$ cat src/shared/supply_cmd_pkg.sv
package supply_cmd_pkg;

   // ----------------------------------------------------------------
   // widths
   // ----------------------------------------------------------------
   localparam int STATUS_W = 8;
   localparam int OP_W     = 4;
   localparam int ARG_W    = 4;
   localparam int EV_W     = 3;

   // ----------------------------------------------------------------
   // apb byte offsets
   // ----------------------------------------------------------------
   localparam logic [7:0] OFF_CMD      = 8'h00;
   localparam logic [7:0] OFF_RESP     = 8'h04;
   localparam logic [7:0] OFF_LIVE     = 8'h08;
   localparam logic [7:0] OFF_FAULT    = 8'h0c;
   localparam logic [7:0] OFF_FAULT_EN = 8'h10;
   localparam logic [7:0] OFF_IRQ_STAT = 8'h14;
   localparam logic [7:0] OFF_IRQ_CLR  = 8'h18;
   localparam logic [7:0] OFF_IRQ_EN   = 8'h1c;
   localparam logic [7:0] OFF_SETTINGS = 8'h20;

   // ----------------------------------------------------------------
   // field positions
   // ----------------------------------------------------------------
   localparam int CMD_OP_LSB  = 0;
   localparam int CMD_ARG_LSB = 8;
   localparam int RESP_OP_LSB = 24;
   localparam int RESP_VALID  = 31;
   localparam int SET_AUX_A   = 0;
   localparam int SET_AUX_B   = 1;
   localparam int SET_CAL     = 2;
   localparam int SET_PENDING = 3;
   localparam int SET_LOCAL   = 4;
   localparam int EV_DONE     = 0;
   localparam int EV_ERR      = 1;
   localparam int EV_FAULT    = 2;

   // ----------------------------------------------------------------
   // command and argument codes
   // ----------------------------------------------------------------
   localparam logic [3:0] OP_ACC_STATUS_Q = 4'h1;
   localparam logic [3:0] OP_AUX_A        = 4'h2;
   localparam logic [3:0] OP_AUX_A_Q      = 4'h3;
   localparam logic [3:0] OP_AUX_B        = 4'h4;
   localparam logic [3:0] OP_AUX_B_Q      = 4'h5;
   localparam logic [3:0] OP_CLEAR        = 4'h6;
   localparam logic [3:0] OP_CAL          = 4'h7;
   localparam logic [3:0] OP_CAL_Q        = 4'h8;
   localparam logic [3:0] ARG_ZERO        = 4'h0;
   localparam logic [3:0] ARG_ONE         = 4'h1;
   localparam logic [3:0] ARG_ON          = 4'h2;
   localparam logic [3:0] ARG_OFF         = 4'h3;

   // ----------------------------------------------------------------
   // values after reset, and after clear except CAL_RST
   // ----------------------------------------------------------------
   localparam logic AUX_RST      = 1'b0;
   localparam logic CAL_RST      = 1'b0;
   localparam logic FAULT_EN_RST = 1'b0;

endpackage

$ cat src/core/supply_cmd_core.sv
`timescale 1ns/1ps
module supply_cmd_core #(
   parameter int STATUS_W = supply_cmd_pkg::STATUS_W
) (
   input  wire logic                pclk,
   input  wire logic                presetn,
   input  wire logic                ce,
   input  wire logic                psel,
   input  wire logic                penable,
   input  wire logic                pwrite,
   input  wire logic [7:0]          paddr,
   input  wire logic [31:0]         pwdata,
   input  wire logic [STATUS_W-1:0] cond_in,
   input  wire logic                local_in,
   output logic      [31:0]         prdata,
   output logic                     pready,
   output logic                     pslverr,
   output logic                     aux_a_n,
   output logic                     aux_b_n,
   output logic                     cal_mode,
   output logic                     fault_line,
   output logic                     irq
);

   localparam int EV_W = supply_cmd_pkg::EV_W;

   // ----------------------------------------------------------------
   // parameter check
   // ----------------------------------------------------------------
   if (STATUS_W < 1 || STATUS_W > supply_cmd_pkg::RESP_OP_LSB) begin : g_bad_width
      $error("STATUS_W must lie in 1..24");
   end

   // ----------------------------------------------------------------
   // state
   // ----------------------------------------------------------------
   typedef struct packed {
      logic [STATUS_W-1:0] live;
      logic [STATUS_W-1:0] acc;
      logic [STATUS_W-1:0] fault;
      logic [STATUS_W-1:0] fault_en;
      logic                fault_line;
      logic                aux_a;
      logic                aux_b;
      logic                aux_a_n;
      logic                aux_b_n;
      logic                cal;
      logic                pending;
      logic [STATUS_W-1:0] resp_val;
      logic [3:0]          resp_op;
      logic                resp_valid;
      logic [31:0]         prdata;
      logic                pready;
      logic                pslverr;
   } core_t;

   core_t st;
   core_t next_st;

   logic [STATUS_W:0]   sync_q;
   logic [STATUS_W-1:0] cond_s;
   logic                local_s;
   logic [EV_W-1:0]     events;
   logic [EV_W-1:0]     irq_status;
   logic [EV_W-1:0]     irq_enable;
   logic                access;
   logic                wr;
   logic                cmd_fire;
   logic [3:0]          op;
   logic [1:0]          arg;
   logic                irq_clr_we;
   logic                irq_en_we;

   // {valid, on}: 1 and ON assert, 0 and OFF release, rest invalid
   function automatic logic [1:0] arg_dec(input logic [3:0] a);
      case (a)
         supply_cmd_pkg::ARG_ONE,
         supply_cmd_pkg::ARG_ON:   arg_dec = 2'h3;
         supply_cmd_pkg::ARG_ZERO,
         supply_cmd_pkg::ARG_OFF:  arg_dec = 2'h2;
         default:                  arg_dec = 2'h0;
      endcase
   endfunction

   // ----------------------------------------------------------------
   // pin inputs through two flops
   // ----------------------------------------------------------------
   cond_sync #(
      .W (STATUS_W + 1)
   ) u_sync (
      .pclk    (pclk),
      .presetn (presetn),
      .ce      (ce),
      .d       ({local_in, cond_in}),
      .q       (sync_q)
   );

   assign cond_s  = sync_q[STATUS_W-1:0];
   assign local_s = sync_q[STATUS_W];

   // ----------------------------------------------------------------
   // apb strobes
   // ----------------------------------------------------------------
   // a write lands only on the edge where pready is sampled high
   assign access     = psel & penable & st.pready & ce;
   assign wr         = access & pwrite;
   assign cmd_fire   = wr & (paddr == supply_cmd_pkg::OFF_CMD);
   assign irq_clr_we = wr & (paddr == supply_cmd_pkg::OFF_IRQ_CLR);
   assign irq_en_we  = wr & (paddr == supply_cmd_pkg::OFF_IRQ_EN);
   assign op         = pwdata[supply_cmd_pkg::CMD_OP_LSB +: 4];
   assign arg        = arg_dec(pwdata[supply_cmd_pkg::CMD_ARG_LSB +: 4]);

   // ----------------------------------------------------------------
   // next state
   // ----------------------------------------------------------------
   always_comb begin
      next_st = st;
      events  = '0;

      // live copy of the conditions every clock except on a status query
      next_st.live  = cond_s;
      // same bit layout, ored into the sticky copy
      next_st.acc   = st.acc | st.live;
      // unmasked condition raises its fault bit
      next_st.fault = st.fault | (st.live & st.fault_en);
      events[supply_cmd_pkg::EV_FAULT] = |(st.live & st.fault_en & ~st.fault);

      // release of the pending defaults once back in remote
      if (st.pending && !local_s) begin
         next_st.pending = 1'b0;
      end

      if (wr && paddr == supply_cmd_pkg::OFF_FAULT_EN) begin
         next_st.fault_en = pwdata[STATUS_W-1:0];
      end

      // command execution, one command per access edge
      if (cmd_fire) begin
         events[supply_cmd_pkg::EV_DONE] = 1'b1;
         next_st.resp_valid = 1'b0;
         next_st.resp_op    = op;
         case (op)
            supply_cmd_pkg::OP_ACC_STATUS_Q: begin
               // reply holds acc ored with live, one bit per condition
               next_st.resp_val   = st.acc | st.live;
               next_st.resp_valid = 1'b1;
               // query clears live; this cycle's sample lands in acc
               next_st.live = '0;
               next_st.acc  = cond_s;
            end
            supply_cmd_pkg::OP_AUX_A: begin
               if (arg[1]) begin
                  next_st.aux_a = arg[0];
               end else begin
                  events[supply_cmd_pkg::EV_ERR] = 1'b1;
               end
            end
            supply_cmd_pkg::OP_AUX_B: begin
               if (arg[1]) begin
                  next_st.aux_b = arg[0];
               end else begin
                  events[supply_cmd_pkg::EV_ERR] = 1'b1;
               end
            end
            supply_cmd_pkg::OP_AUX_A_Q: begin
               next_st.resp_val   = STATUS_W'(st.aux_a);
               next_st.resp_valid = 1'b1;
            end
            supply_cmd_pkg::OP_AUX_B_Q: begin
               next_st.resp_val   = STATUS_W'(st.aux_b);
               next_st.resp_valid = 1'b1;
            end
            supply_cmd_pkg::OP_CLEAR: begin
               // power-on settings, calibration untouched
               next_st.aux_a    = supply_cmd_pkg::AUX_RST;
               next_st.aux_b    = supply_cmd_pkg::AUX_RST;
               next_st.fault_en = {STATUS_W{supply_cmd_pkg::FAULT_EN_RST}};
               // faults cleared, a new one in this cycle still sets
               next_st.fault = st.live & st.fault_en;
               next_st.pending = local_s;
            end
            supply_cmd_pkg::OP_CAL: begin
               if (arg[1]) begin
                  next_st.cal = arg[0];
               end else begin
                  events[supply_cmd_pkg::EV_ERR] = 1'b1;
               end
            end
            supply_cmd_pkg::OP_CAL_Q: begin
               next_st.resp_val   = STATUS_W'(st.cal);
               next_st.resp_valid = 1'b1;
            end
            default: begin
               events[supply_cmd_pkg::EV_ERR] = 1'b1;
            end
         endcase
      end

      // pins follow the settings unless defaults wait for remote
      if (!next_st.pending) begin
         next_st.aux_a_n = ~next_st.aux_a;
         next_st.aux_b_n = ~next_st.aux_b;
      end
      next_st.fault_line = |next_st.fault;

      // apb answer is prepared in the setup cycle, so one wait-free access
      next_st.pready  = psel & ~penable;
      next_st.pslverr = 1'b0;
      next_st.prdata  = '0;
      if (psel && !penable) begin
         case (paddr)
            supply_cmd_pkg::OFF_CMD,
            supply_cmd_pkg::OFF_IRQ_CLR: next_st.prdata = '0;
            supply_cmd_pkg::OFF_RESP: begin
               next_st.prdata[STATUS_W-1:0]                     = st.resp_val;
               next_st.prdata[supply_cmd_pkg::RESP_OP_LSB +: 4] = st.resp_op;
               next_st.prdata[supply_cmd_pkg::RESP_VALID]       = st.resp_valid;
            end
            supply_cmd_pkg::OFF_LIVE:     next_st.prdata[STATUS_W-1:0] = st.live;
            supply_cmd_pkg::OFF_FAULT:    next_st.prdata[STATUS_W-1:0] = st.fault;
            supply_cmd_pkg::OFF_FAULT_EN: next_st.prdata[STATUS_W-1:0] = st.fault_en;
            supply_cmd_pkg::OFF_IRQ_STAT: next_st.prdata[EV_W-1:0]     = irq_status;
            supply_cmd_pkg::OFF_IRQ_EN:   next_st.prdata[EV_W-1:0]     = irq_enable;
            supply_cmd_pkg::OFF_SETTINGS: begin
               next_st.prdata[supply_cmd_pkg::SET_AUX_A]   = st.aux_a;
               next_st.prdata[supply_cmd_pkg::SET_AUX_B]   = st.aux_b;
               next_st.prdata[supply_cmd_pkg::SET_CAL]     = st.cal;
               next_st.prdata[supply_cmd_pkg::SET_PENDING] = st.pending;
               next_st.prdata[supply_cmd_pkg::SET_LOCAL]   = local_s;
            end
            default: next_st.pslverr = 1'b1;
         endcase
      end
   end

   // ----------------------------------------------------------------
   // registers
   // ----------------------------------------------------------------
   // pins reset deasserted (high), calibration off
   always_ff @(posedge pclk or negedge presetn) begin
      if (!presetn) begin
         st         <= '0;
         st.aux_a   <= supply_cmd_pkg::AUX_RST;
         st.aux_b   <= supply_cmd_pkg::AUX_RST;
         st.aux_a_n <= 1'b1;
         st.aux_b_n <= 1'b1;
         st.cal     <= supply_cmd_pkg::CAL_RST;
      end else if (ce) begin
         st <= next_st;
      end
   end

   // ----------------------------------------------------------------
   // interrupt status, clear and enable
   // ----------------------------------------------------------------
   irq_regs #(
      .N (EV_W)
   ) u_irq (
      .pclk    (pclk),
      .presetn (presetn),
      .ce      (ce),
      .events  (events),
      .clr_we  (irq_clr_we),
      .en_we   (irq_en_we),
      .wdata   (pwdata[EV_W-1:0]),
      .status  (irq_status),
      .enable  (irq_enable),
      .irq     (irq)
   );

   assign prdata     = st.prdata;
   assign pready     = st.pready;
   assign pslverr    = st.pslverr;
   assign aux_a_n    = st.aux_a_n;
   assign aux_b_n    = st.aux_b_n;
   assign cal_mode   = st.cal;
   assign fault_line = st.fault_line;

   logic q_acc;
   logic q_clr;
   assign q_acc = cmd_fire && op == supply_cmd_pkg::OP_ACC_STATUS_Q;
   assign q_clr = cmd_fire && op == supply_cmd_pkg::OP_CLEAR;
endmodule

$ cat src/core/cond_sync.sv
`timescale 1ns/1ps
module cond_sync #(
   parameter int W = 1
) (
   input  wire logic         pclk,
   input  wire logic         presetn,
   input  wire logic         ce,
   input  wire logic [W-1:0] d,
   output logic      [W-1:0] q
);

   typedef struct packed {
      logic [W-1:0] s1;
      logic [W-1:0] s2;
   } sync_t;

   sync_t st;
   sync_t next_st;

   // first stage feeds only the second one
   always_comb begin
      next_st    = st;
      next_st.s1 = d;
      next_st.s2 = st.s1;
   end

   always_ff @(posedge pclk or negedge presetn) begin
      if (!presetn) begin
         st <= '0;
      end else if (ce) begin
         st <= next_st;
      end
   end

   assign q = st.s2;

endmodule

$ cat src/core/irq_regs.sv
`timescale 1ns/1ps
module irq_regs #(
   parameter int N = 1
) (
   input  wire logic         pclk,
   input  wire logic         presetn,
   input  wire logic         ce,
   input  wire logic [N-1:0] events,
   input  wire logic         clr_we,
   input  wire logic         en_we,
   input  wire logic [N-1:0] wdata,
   output logic      [N-1:0] status,
   output logic      [N-1:0] enable,
   output logic              irq
);

   typedef struct packed {
      logic [N-1:0] status;
      logic [N-1:0] enable;
      logic         irq;
   } irq_state_t;

   irq_state_t st;
   irq_state_t next_st;

   // set beats clear so an event in the clear cycle survives
   always_comb begin
      next_st        = st;
      next_st.status = (st.status & ~(clr_we ? wdata : '0)) | events;
      if (en_we) begin
         next_st.enable = wdata;
      end
      next_st.irq = |(next_st.status & next_st.enable);
   end

   always_ff @(posedge pclk or negedge presetn) begin
      if (!presetn) begin
         st <= '0;
      end else if (ce) begin
         st <= next_st;
      end
   end

   assign status = st.status;
   assign enable = st.enable;
   assign irq    = st.irq;
endmodule

$ cat config.mk
export PLATFORM = sky130hd
export DESIGN_NAME = supply_cmd_core
export DESIGN_NICKNAME = d
export VERILOG_FILES = /design/src/shared/supply_cmd_pkg.sv /design/src/core/supply_cmd_core.sv /design/src/core/cond_sync.sv /design/src/core/irq_regs.sv
export SDC_FILE = /design/constraint.sdc
export NUM_CORES = 1
export LEC_CHECK = 0
export BUFFER_PORTS_ARGS = -buffer_cell sky130_fd_sc_hd__buf_2
export CORE_ASPECT_RATIO = 1.1
export CORE_MARGIN = 3
export CORE_UTILIZATION = 45
export CTS_BUF_LIST = sky130_fd_sc_hd__clkbuf_8
export CTS_CLUSTER_SIZE = 25
export DETAILED_ROUTE_END_ITERATION = 10
export PLACE_DENSITY = 0.72
export SLEW_MARGIN = 20
export SYNTH_ARGS = -nofsm -noshare
export SYNTH_HDL_FRONTEND = slang
export SYNTH_SLANG_ARGS = --single-unit
$ cat constraint.sdc
create_clock -name pclk -period 2.3 [get_ports pclk]
set_clock_uncertainty 0.1 [all_clocks]
set_input_delay 0 -clock pclk [delete_from_list [all_inputs] [get_ports pclk]]
set_output_delay 0 -clock pclk [all_outputs]
set_load 0.02 [all_outputs]
# Word-level counts from Yosys, hierarchy flattened
# Index checks and enable logic that the tools add are counted.
[word_totals]
register_bits = 111
latch_bits = 0
ram_bits = 0
rom_bits = 0
input_bits = 55
word_cells = 111
memories = 0
[classes]
n_addsub = 0
multipliers = 0
div = 0
n_lt_le_gt_ge = 0
eq_ne = 19
shifts = 0
mux = 28
bitwise = 21
n_reduce_logical = 21
[ops]
columns = ["operator", "n"]
rows = [
  ["32-bit 2-to-1 mux", 2],
  ["8-bit by 5-bit == test with 1-bit output (second input constant)", 4],
  ["16-bit 2-to-1 mux", 2],
  ["8-bit one-hot mux with 4 select lines", 1],
  ["3-bit one-hot mux with 7 select lines", 1],
  ["8-bit AND", 2],
  ["4-bit by 2-bit == test with 1-bit output (second input constant)", 4],
  ["4-bit by 3-bit == test with 1-bit output (second input constant)", 4],
  ["8-bit by 4-bit == test with 1-bit output (second input constant)", 2],
  ["8-bit OR", 2],
  ["8-bit OR reduction", 2],
  ["14-bit 2-to-1 mux", 1],
  ["3-bit one-hot mux with 4 select lines", 1],
  ["2-bit one-hot mux with 5 select lines", 1],
  ["1-bit 2-to-1 mux", 9],
  ["9-bit OR reduction", 1],
  ["1-bit AND", 8],
  ["4-bit by 1-bit == test with 1-bit output (second input constant)", 2],
  ["8-bit by 3-bit == test with 1-bit output (second input constant)", 1],
  ["8-bit by 6-bit == test with 1-bit output (second input constant)", 1],
  ["8-bit logical NOT", 1],
  ["8-bit 2-to-1 mux", 1],
  ["8-bit inverter", 1],
  ["3-bit AND", 2],
  ["other kinds (20)", 33],
]

# Depth between registers and ports, before layout
# Gate-level depths: netlist (run 1).
[logic_depth]
word_depth = 11
ltp_mapped = 8

# Hierarchy
# Synthesis (run 1) repeated with hierarchy kept, for this count alone.
[unflattened]
cells_unflattened = 501
hier_area_um2 = 4887.2
[by_module_without_submodules]
columns = ["module", "instances", "cells_per_inst", "area_each_um2", "seq_area_each_um2"]
rows = [
  ["supply_cmd_core", 1, 432, 3808.7, 1679.1],
  ["cond_sync", 1, 38, 721.9, 450.4],
  ["irq_regs", 1, 31, 356.6, 175.2],
]

# Least setup slack after synthesis (run 1)
# No wires, ideal clock.
[synth_path]
path_type = "flip-flop to flip-flop"
from = "register st, in the netlist pready"
to = "register st, in the netlist fault_line"
arrival_time_ns = 1.835
required_ns = 2.074
setup_slack_ns = 0.239
stages_incl_launch_ff = 7
path_buffers = 0
path_cell_list = "dfrtp_1 nand3_1 nor2_1 nand3_4 nor4_4 a21oi_2 o32a_1"
[synth_between]
elab_chain_cells = 6
[synth_lines]
columns = ["element", "line_no", "text"]
rows = [
  ["from (decl)", "supply_cmd_core.sv:57", "core_t st;"],
  ["from (signal assigned)", "supply_cmd_core.sv:249", "st <= next_st;"],
  ["1-bit AND (2 in series)", "supply_cmd_core.sv:105", "assign access = psel & penable & st.pready & ce;"],
  ["1-bit AND", "supply_cmd_core.sv:106", "assign wr = access & pwrite;"],
  ["1-bit AND", "supply_cmd_core.sv:107", "assign cmd_fire = wr & (paddr == supply_cmd_pkg::OFF_CMD);"],
  ["32-bit 2-to-1 mux", "supply_cmd_core.sv:138", "if (cmd_fire) begin"],
  ["8-bit OR reduction", "supply_cmd_core.sv:204", "next_st.fault_line = |next_st.fault;"],
]
# Every way passes these cells.
# A chain may end at the register's enable or synchronous reset.

# Final worst setup path (run 1)
[layout_path]
from = "input paddr[1]"
to = "register, netlist name aux_a_n"
[layout_between]
elab_chain_cells = 5
[layout_lines]
columns = ["element", "line_no", "text"]
rows = [
  ["from (decl)", "supply_cmd_core.sv:11", "input wire logic [7:0] paddr,"],
  ["8-bit logical NOT (*)", "supply_cmd_core.sv:107", ""],
  ["1-bit AND (*)", "supply_cmd_core.sv:107", ""],
  ["14-bit 2-to-1 mux", "supply_cmd_core.sv:138", ""],
  ["1-bit inverter (no source line)", "-", ""],
  ["2-bit AND reduction (no source line)", "-", ""],
]
# Mark *: on every way between the ends. The rest lies on a longest branch, timed or not.

==> flow_metrics.env, run 1 <==
export IMPL_status="complete, no violations"
export IMPL_yosysTopAreaCellShare=0.474
export IMPL_die_x_um=104
export IMPL_insertion_delay_ns=0.38
export IMPL_grt_overflow=0
export IMPL_hold_viol_final=0
export IMPL_fmax_mhz=467
export IMPL_finalSetupViolations=0
export IMPL_grt_usage=0.185
export IMPL_drv_cap=0
export IMPL_antenna_found_initial=0
export IMPL_crit_path_end_kind="flop"
export IMPL_clk_pin_slew_ns=0.09
export IMPL_final_setup_tns_ns=0
export IMPL_cts_sinks=92
export IMPL_grt_max_degree=50
export IMPL_yosys_cell_types_count=61
export IMPL_synth_area_um2=4750
export IMPL_drt_total_wl_um=10600
export IMPL_start_kind="input pin"
export IMPL_first_pass_iters=6
export IMPL_hpwl_um=7380
export IMPL_ir_worst_vdd_mv=0.351
export IMPL_p_per_area_nw_per_um2=600
export IMPL_ioPinCount=94
export IMPL_fin_cells=654
export IMPL_synthesis_instances=445
export IMPL_synth_edf_count=0
export IMPL_drcViolationCount=0
export IMPL_port_buffers=54
export IMPL_initial_core_util=0.471
export IMPL_via_per_inst=5.45
export IMPL_period_minus_slack_ns=2.14
export IMPL_vias=3566
export IMPL_clockBufferDepth=2
export IMPL_synth_largest_area_cell="dfrtp_1"
export IMPL_rsz0062_at_grt="false"
export IMPL_crit_start="paddr[1]"
export IMPL_gp_congestion=0.918
export IMPL_ys_seq_area_frac=0.485
export IMPL_die_h_um=114
export IMPL_antenna_left=0
export IMPL_r2r_start="pready"
export IMPL_leakage_nw=2.39
export IMPL_drv_slew=0
export IMPL_wl_per_cell_um=16.2
export IMPL_synth_most_common_cell="dfrtp_1"
export IMPL_ys_async_sr_fraction=1.00
export IMPL_cts_root_buf="clkbuf_8"
export IMPL_layout_drive_gt1_share=0.241
export IMPL_synth_avg_cell_area_um2=10.7
export IMPL_synth_area_leaders="dfrtp_1, mux2_2, buf_4"
export IMPL_cts_tree="done"
export IMPL_cts_htree_levels=3
export IMPL_slew_limit_headroom=0.603
export IMPL_final_util=0.537
export IMPL_worst_setup_path_type="in -> reg"
export IMPL_final_nets=564
export IMPL_fin_hold_ws_ns=0.0476
export IMPL_core_um2=10100
export IMPL_n_fill_cell=919
export IMPL_diodes=0
export IMPL_cts_buffers=9
export IMPL_critPathTopFamily="simple AND/OR/NAND/NOR gates"
export IMPL_synth_seq_cells=92
export IMPL_cpPeakStageDelay_ns=0.56
export IMPL_dp_cells=612
export IMPL_num_rows=38
export IMPL_grt_pass1_vias=3444
export IMPL_cts_setup_buffers=0
export IMPL_worst_pin_slew_ns=0.595
export IMPL_grt_pass1_wl_um=17600
export IMPL_synth_common_cells="dfrtp_1, nand2_1, buf_4"
export IMPL_syn_to_final_growth_pct=14.0
export IMPL_cp_required_ns=2.49
export IMPL_die_area_um2=11800
export IMPL_hp_start="pwdata[8]"
export IMPL_dr_first_iter_drc_count=264
export IMPL_slowest_stage="and4bb_1"
export IMPL_crit_buf_inv=2
export IMPL_cp_arrival_ns=2.34
export IMPL_synth_warnings=0
export IMPL_hp_class="in -> reg"
export IMPL_cp_max_fo=9
export IMPL_fin_crit_sh=0.932
export IMPL_synthFlopType="dfrtp_1"
export IMPL_crit_chain="dlygate4sd3_1, buf_2, nor4_4, and4bb_1, nand3_1, a211o_1, mux2i_1"
[cell usage in the layout, fill, tap and decap left out, types with 12 or more instances in the layout]
| cell | n |
|---|---|
| dfrtp_1 | 90 |
| nand2_1 | 60 |
| buf_2 | 53 |
| nor2_1 | 32 |
| dlygate4sd3_1 | 26 |
| mux2_2 | 24 |
| mux2i_1 | 19 |
| conb_1 | 19 |
| o2bb2ai_1 | 17 |
| o21ai_0 | 16 |
| nand3_1 | 13 |
| buf_4 | 12 |
[report_power, final]
| part | leakage (nW) | internal (mW) | switching (mW) |
|---|---|---|---|
| registers | 1.14 | 1.71 | 0.0918 |
| clock network | 0.0842 | 0.406 | 0.627 |
| logic | 1.17 | 0.176 | 0.231 |
[flip-flops by register name (all words and copies together) (netlist names)]
name / cells
aux_a_n: 1
prdata: 13
cal_mode: 1
u_irq.status: 3
aux_b_n: 1
u_irq.enable: 3
st: 48
fault_line: 1
u_sync.next_st: 9
pready: 1
pslverr: 1
u_irq.irq: 1
u_sync.q: 9
[worst reg2reg max path, cell delays in order (launching register included)]
cell and delay [ns]:
dfrtp_1 0.38, nand3_1 0.21, and4bb_1 0.64, nand3_1 0.18
a211o_1 0.34, mux2i_1 0.15
[logic make-up after synthesis]
kind of cell / synth area share
other cells: 0.000790
simple gates: 0.168
xor+xnor: 0.00369
mux: 0.0969
flops: 0.485
compound gates: 0.159
buf+inv: 0.0864
[stage by stage]
stage	instance area, um^2	setup slack, ns	power (mW)
finish	5410	0.157	3.25
global route	5410	0.0926	3.40
CTS	5410	0.180	3.27
detailed placement	4970	0.233	2.21
global placement	4970	0.255	2.19
floorplan	4820	0.239	2.08
[worst paths after layout]
| path | end | slack (ns) | cells after the start |
|---|---|---|---|
| worst max-delay path | aux_a_n | 0.16 | 7 |
| worst min-delay path | st[51] | 0.05 | 6 |
| worst max register to register | aux_a_n | 0.22 | 5 |
| worst min register to register | aux_b_n | 0.38 | 2 |
| max in group asynchronous | st[69] | 1.38 | 3 |
| min in group asynchronous | u_sync.q[2] | 0.06 | 2 |
[metal layers]
| layer | share of wire | routed length (um) | track usage | up-vias |
|---|---|---|---|---|
| li1 | - | - | - | 1686 |
| met3 | 0.055 | 583 | 0.0396 | 14 |
| met1 | 0.47 | 5020 | 0.261 | 1751 |
| met5 | 0 | 0 | 0 | - |
| met2 | 0.46 | 4830 | 0.285 | 115 |
| met4 | 0.015 | 163 | 0.0638 | 0 |
[what timing repair did]
| item | in CTS | in global routing |
|---|---|---|
| hold buffers | 26 | 0 |
| hold endpoints to repair | 76 | 0 |
| gates resized for setup | 0 | 0 |
[cell type report]
type | count | area, um^2 | area share
sequential | 92 | 2300 | 0.426
multi-input combinational | 310 | 2100 | 0.388
timing repair buffer | 92 | 636 | 0.117
tap | 140 | 175 | 0.0324
clock buffer | 9 | 124 | 0.0229
clock inverter | 7 | 56.3 | 0.0104
inverter | 4 | 15.0 | 0.00277
Power figures use the tool's default switching activity.
==> run 2: changes to the inputs <==
--- a/config.mk
+++ b/config.mk
@@ -5,6 +5,7 @@
 export SDC_FILE = /design/constraint.sdc
 export NUM_CORES = 1
 export LEC_CHECK = 0
+export ABC_AREA = 1
 export BUFFER_PORTS_ARGS = -buffer_cell sky130_fd_sc_hd__buf_2
 export CORE_ASPECT_RATIO = 1.1
 export CORE_MARGIN = 3
==> run 2 against run 1 <==
Effect of this change: routed wire length rose by 11%; sequential share of layout area fell by 0.68 points; combinational power increased by 1%; via count is 17% higher; flip-flop and latch count unchanged; synthesized area grew 2.1%; sequential power down 3%; worst hold slack worse by 0.016 ns; final cell count increased by 29%; first-iteration DRC count grew 13%; fmax rose by 7.6%; cell area is 1.6% higher; largest cell class unchanged.
==> flow_metrics.env, run 2 <==
export IMPL_drv_cap=0
export IMPL_synth_warnings=0
export IMPL_clockBufferDepth=2
export IMPL_drcViolationCount=0
export IMPL_ir_worst_vdd_mv=0.254
export IMPL_synth_edf_count=0
export IMPL_status="complete, no violations"
export IMPL_yosysTopAreaCellShare=0.465
export IMPL_r2r_setup_slack_ns=0.31
export IMPL_cts_sinks=92
export IMPL_largest_reg_flops=48
export IMPL_layout_drive_gt1_share=0.136
export IMPL_final_common_cell="nand2_1"
export IMPL_grt_pass1_vias=4056
export IMPL_post_cts_resized=0
export IMPL_num_rows=39
export IMPL_p_sw_mw=0.919
export IMPL_antenna_left=0
export IMPL_final_area_um2=5500
export IMPL_fin_hold_ws_ns=0.0318
export IMPL_final_util=0.527
export IMPL_ys_seq_area_frac=0.475
export IMPL_layout_common_cells="nand2_1, dfrtp_1, nor2_1, o21ai_0, inv_1"
export IMPL_drt_total_wl_um=11700
export IMPL_final_nets=749
export IMPL_finalSetupViolations=0
export IMPL_hold_viol_final=0
export IMPL_synth_area_leaders="dfrtp_1, nand2_1, o21ai_0"
export IMPL_cts_tree="done"
export IMPL_synth_largest_area_cell="dfrtp_1"
export IMPL_start_kind="flop"
export IMPL_cp_max_fo=18
export IMPL_cp_arrival_ns=2.11
export IMPL_synthesis_instances=629
export IMPL_p_int_mw=2.22
export IMPL_port_buffers=54
export IMPL_period_minus_slack_ns=1.99
export IMPL_vias=4182
export IMPL_gp_congestion=0.932
export IMPL_ys_async_sr_fraction=1.00
export IMPL_fin_crit_sh=0.866
export IMPL_synth_most_common_cell="nand2_1"
export IMPL_slew_limit_headroom=0.562
export IMPL_synth_common_cells="nand2_1, dfrtp_1, nor2_1"
export IMPL_cts_htree_levels=3
export IMPL_hp_class="in -> async"
export IMPL_cts_buffers=9
export IMPL_grt_usage=0.207
export IMPL_core_um2=10400
export IMPL_leakage_nw=2.80
export IMPL_pwr_share_seq=0.559
export IMPL_grt_max_degree=75
export IMPL_die_x_um=105
export IMPL_worst_setup_path_type="reg -> reg"
export IMPL_drv_slew=0
export IMPL_insertion_delay_ns=0.38
export IMPL_grt_overflow=0
export IMPL_power_mw=3.14
export IMPL_dpl_cell_area_um2=5080
export IMPL_cts_setup_buffers=0
export IMPL_seq_area_um2=2300
export IMPL_p_per_area_nw_per_um2=571
export IMPL_rsz0062_at_grt="false"
export IMPL_wl_per_cell_um=13.9
export IMPL_swShare=0.292
export IMPL_via_per_inst=4.97
export IMPL_syn_to_final_growth_pct=13.5
export IMPL_final_setup_tns_ns=0
export IMPL_synth_avg_cell_area_um2=7.71
export IMPL_crit_path_end_kind="flop"
export IMPL_multiInputGateArea_um2=2030
export IMPL_die_h_um=115
export IMPL_cp_required_ns=2.42
export IMPL_die_area_um2=12100
export IMPL_n_fill_cell=1023
export IMPL_initial_core_util=0.464
export IMPL_grt_pass1_wl_um=19600
export IMPL_largest_register="st"
export IMPL_diodes=0
export IMPL_fmax_mhz=502
export IMPL_ioPinCount=94
export IMPL_p_clk_frac=0.311
export IMPL_clk_pin_slew_ns=0.10
export IMPL_yosys_cell_types_count=36
export IMPL_first_pass_iters=5
export IMPL_cts_root_buf="clkbuf_8"
export IMPL_synthFlopType="dfrtp_1"
export IMPL_dr_first_iter_drc_count=299
export IMPL_antenna_found_initial=0
export IMPL_synth_area_um2=4850
export IMPL_hpwl_um=8330
export IMPL_power_frac_comb=0.131
export IMPL_worst_pin_slew_ns=0.658
export IMPL_synth_seq_cells=92
[run 2: area by class of cell]
type,instances,area share
tap,143,0.0325
inverter,59,0.0403
sequential,92,0.419
clock buffer,9,0.0225
timing repair buffer,88,0.110
multi-input combinational,444,0.369
clock inverter,6,0.00751
[run 2: cells by family after synthesis]
logic type / synth area share
flops: 0.475
buf+inv: 0.120
simple gates: 0.268
other cells: 0.000774
compound gates: 0.135
[run 2: final timing paths]
path                         endpoint        from  cells after the start
setup / recovery               st[79]      pready                      7
hold / removal              prdata[5]     presetn                      2
setup reg to reg               st[79]      pready                      7
hold reg to reg            prdata[31]  prdata[31]                      2
max in group asynchronous     aux_a_n     presetn                      3
min in group pclk              st[54]        psel                      5
[run 2: metal layers]
metal | up-vias | GRT usage | part of all wire
met5 | - | 0 | 0
met4 | 0 | 0.0805 | 0.020
met3 | 23 | 0.0421 | 0.059
met2 | 140 | 0.348 | 0.48
met1 | 1923 | 0.264 | 0.44
li1 | 2096 | - | -
[run 2: stage by stage]
stage / setup WS (ns) / std cells
floorplan: 0.626 / 647
global route: 0.145 / 841
global placement: 0.394 / 801
finish: 0.309 / 841
CTS: 0.292 / 841
detailed placement: 0.321 / 801
[run 2: critical path, stage by stage (launching register included)]
cell and delay, ns:
dfrtp_1 0.39, nand3_1 0.14, nor2_4 0.31, nand2_4 0.21
nor2_8 0.27, inv_1 0.21, nand3_1 0.11, o21ai_0 0.09
[run 2: repair_timing]
item                                    CTS  global route
endpoints found under the hold margin   122             0
hold buffers                             25             0
endpoints found under the setup margin    0             0
[run 2: power groups by stage]
stage	registers (mW)	clock network, mW	logic [mW]
after global placement	1.78	0	0.366
final	1.76	0.976	0.411
after floorplan	1.78	0	0.255
after global routing	1.77	1.06	0.475
after detailed placement	1.79	0	0.377
after CTS	1.75	1.00	0.411
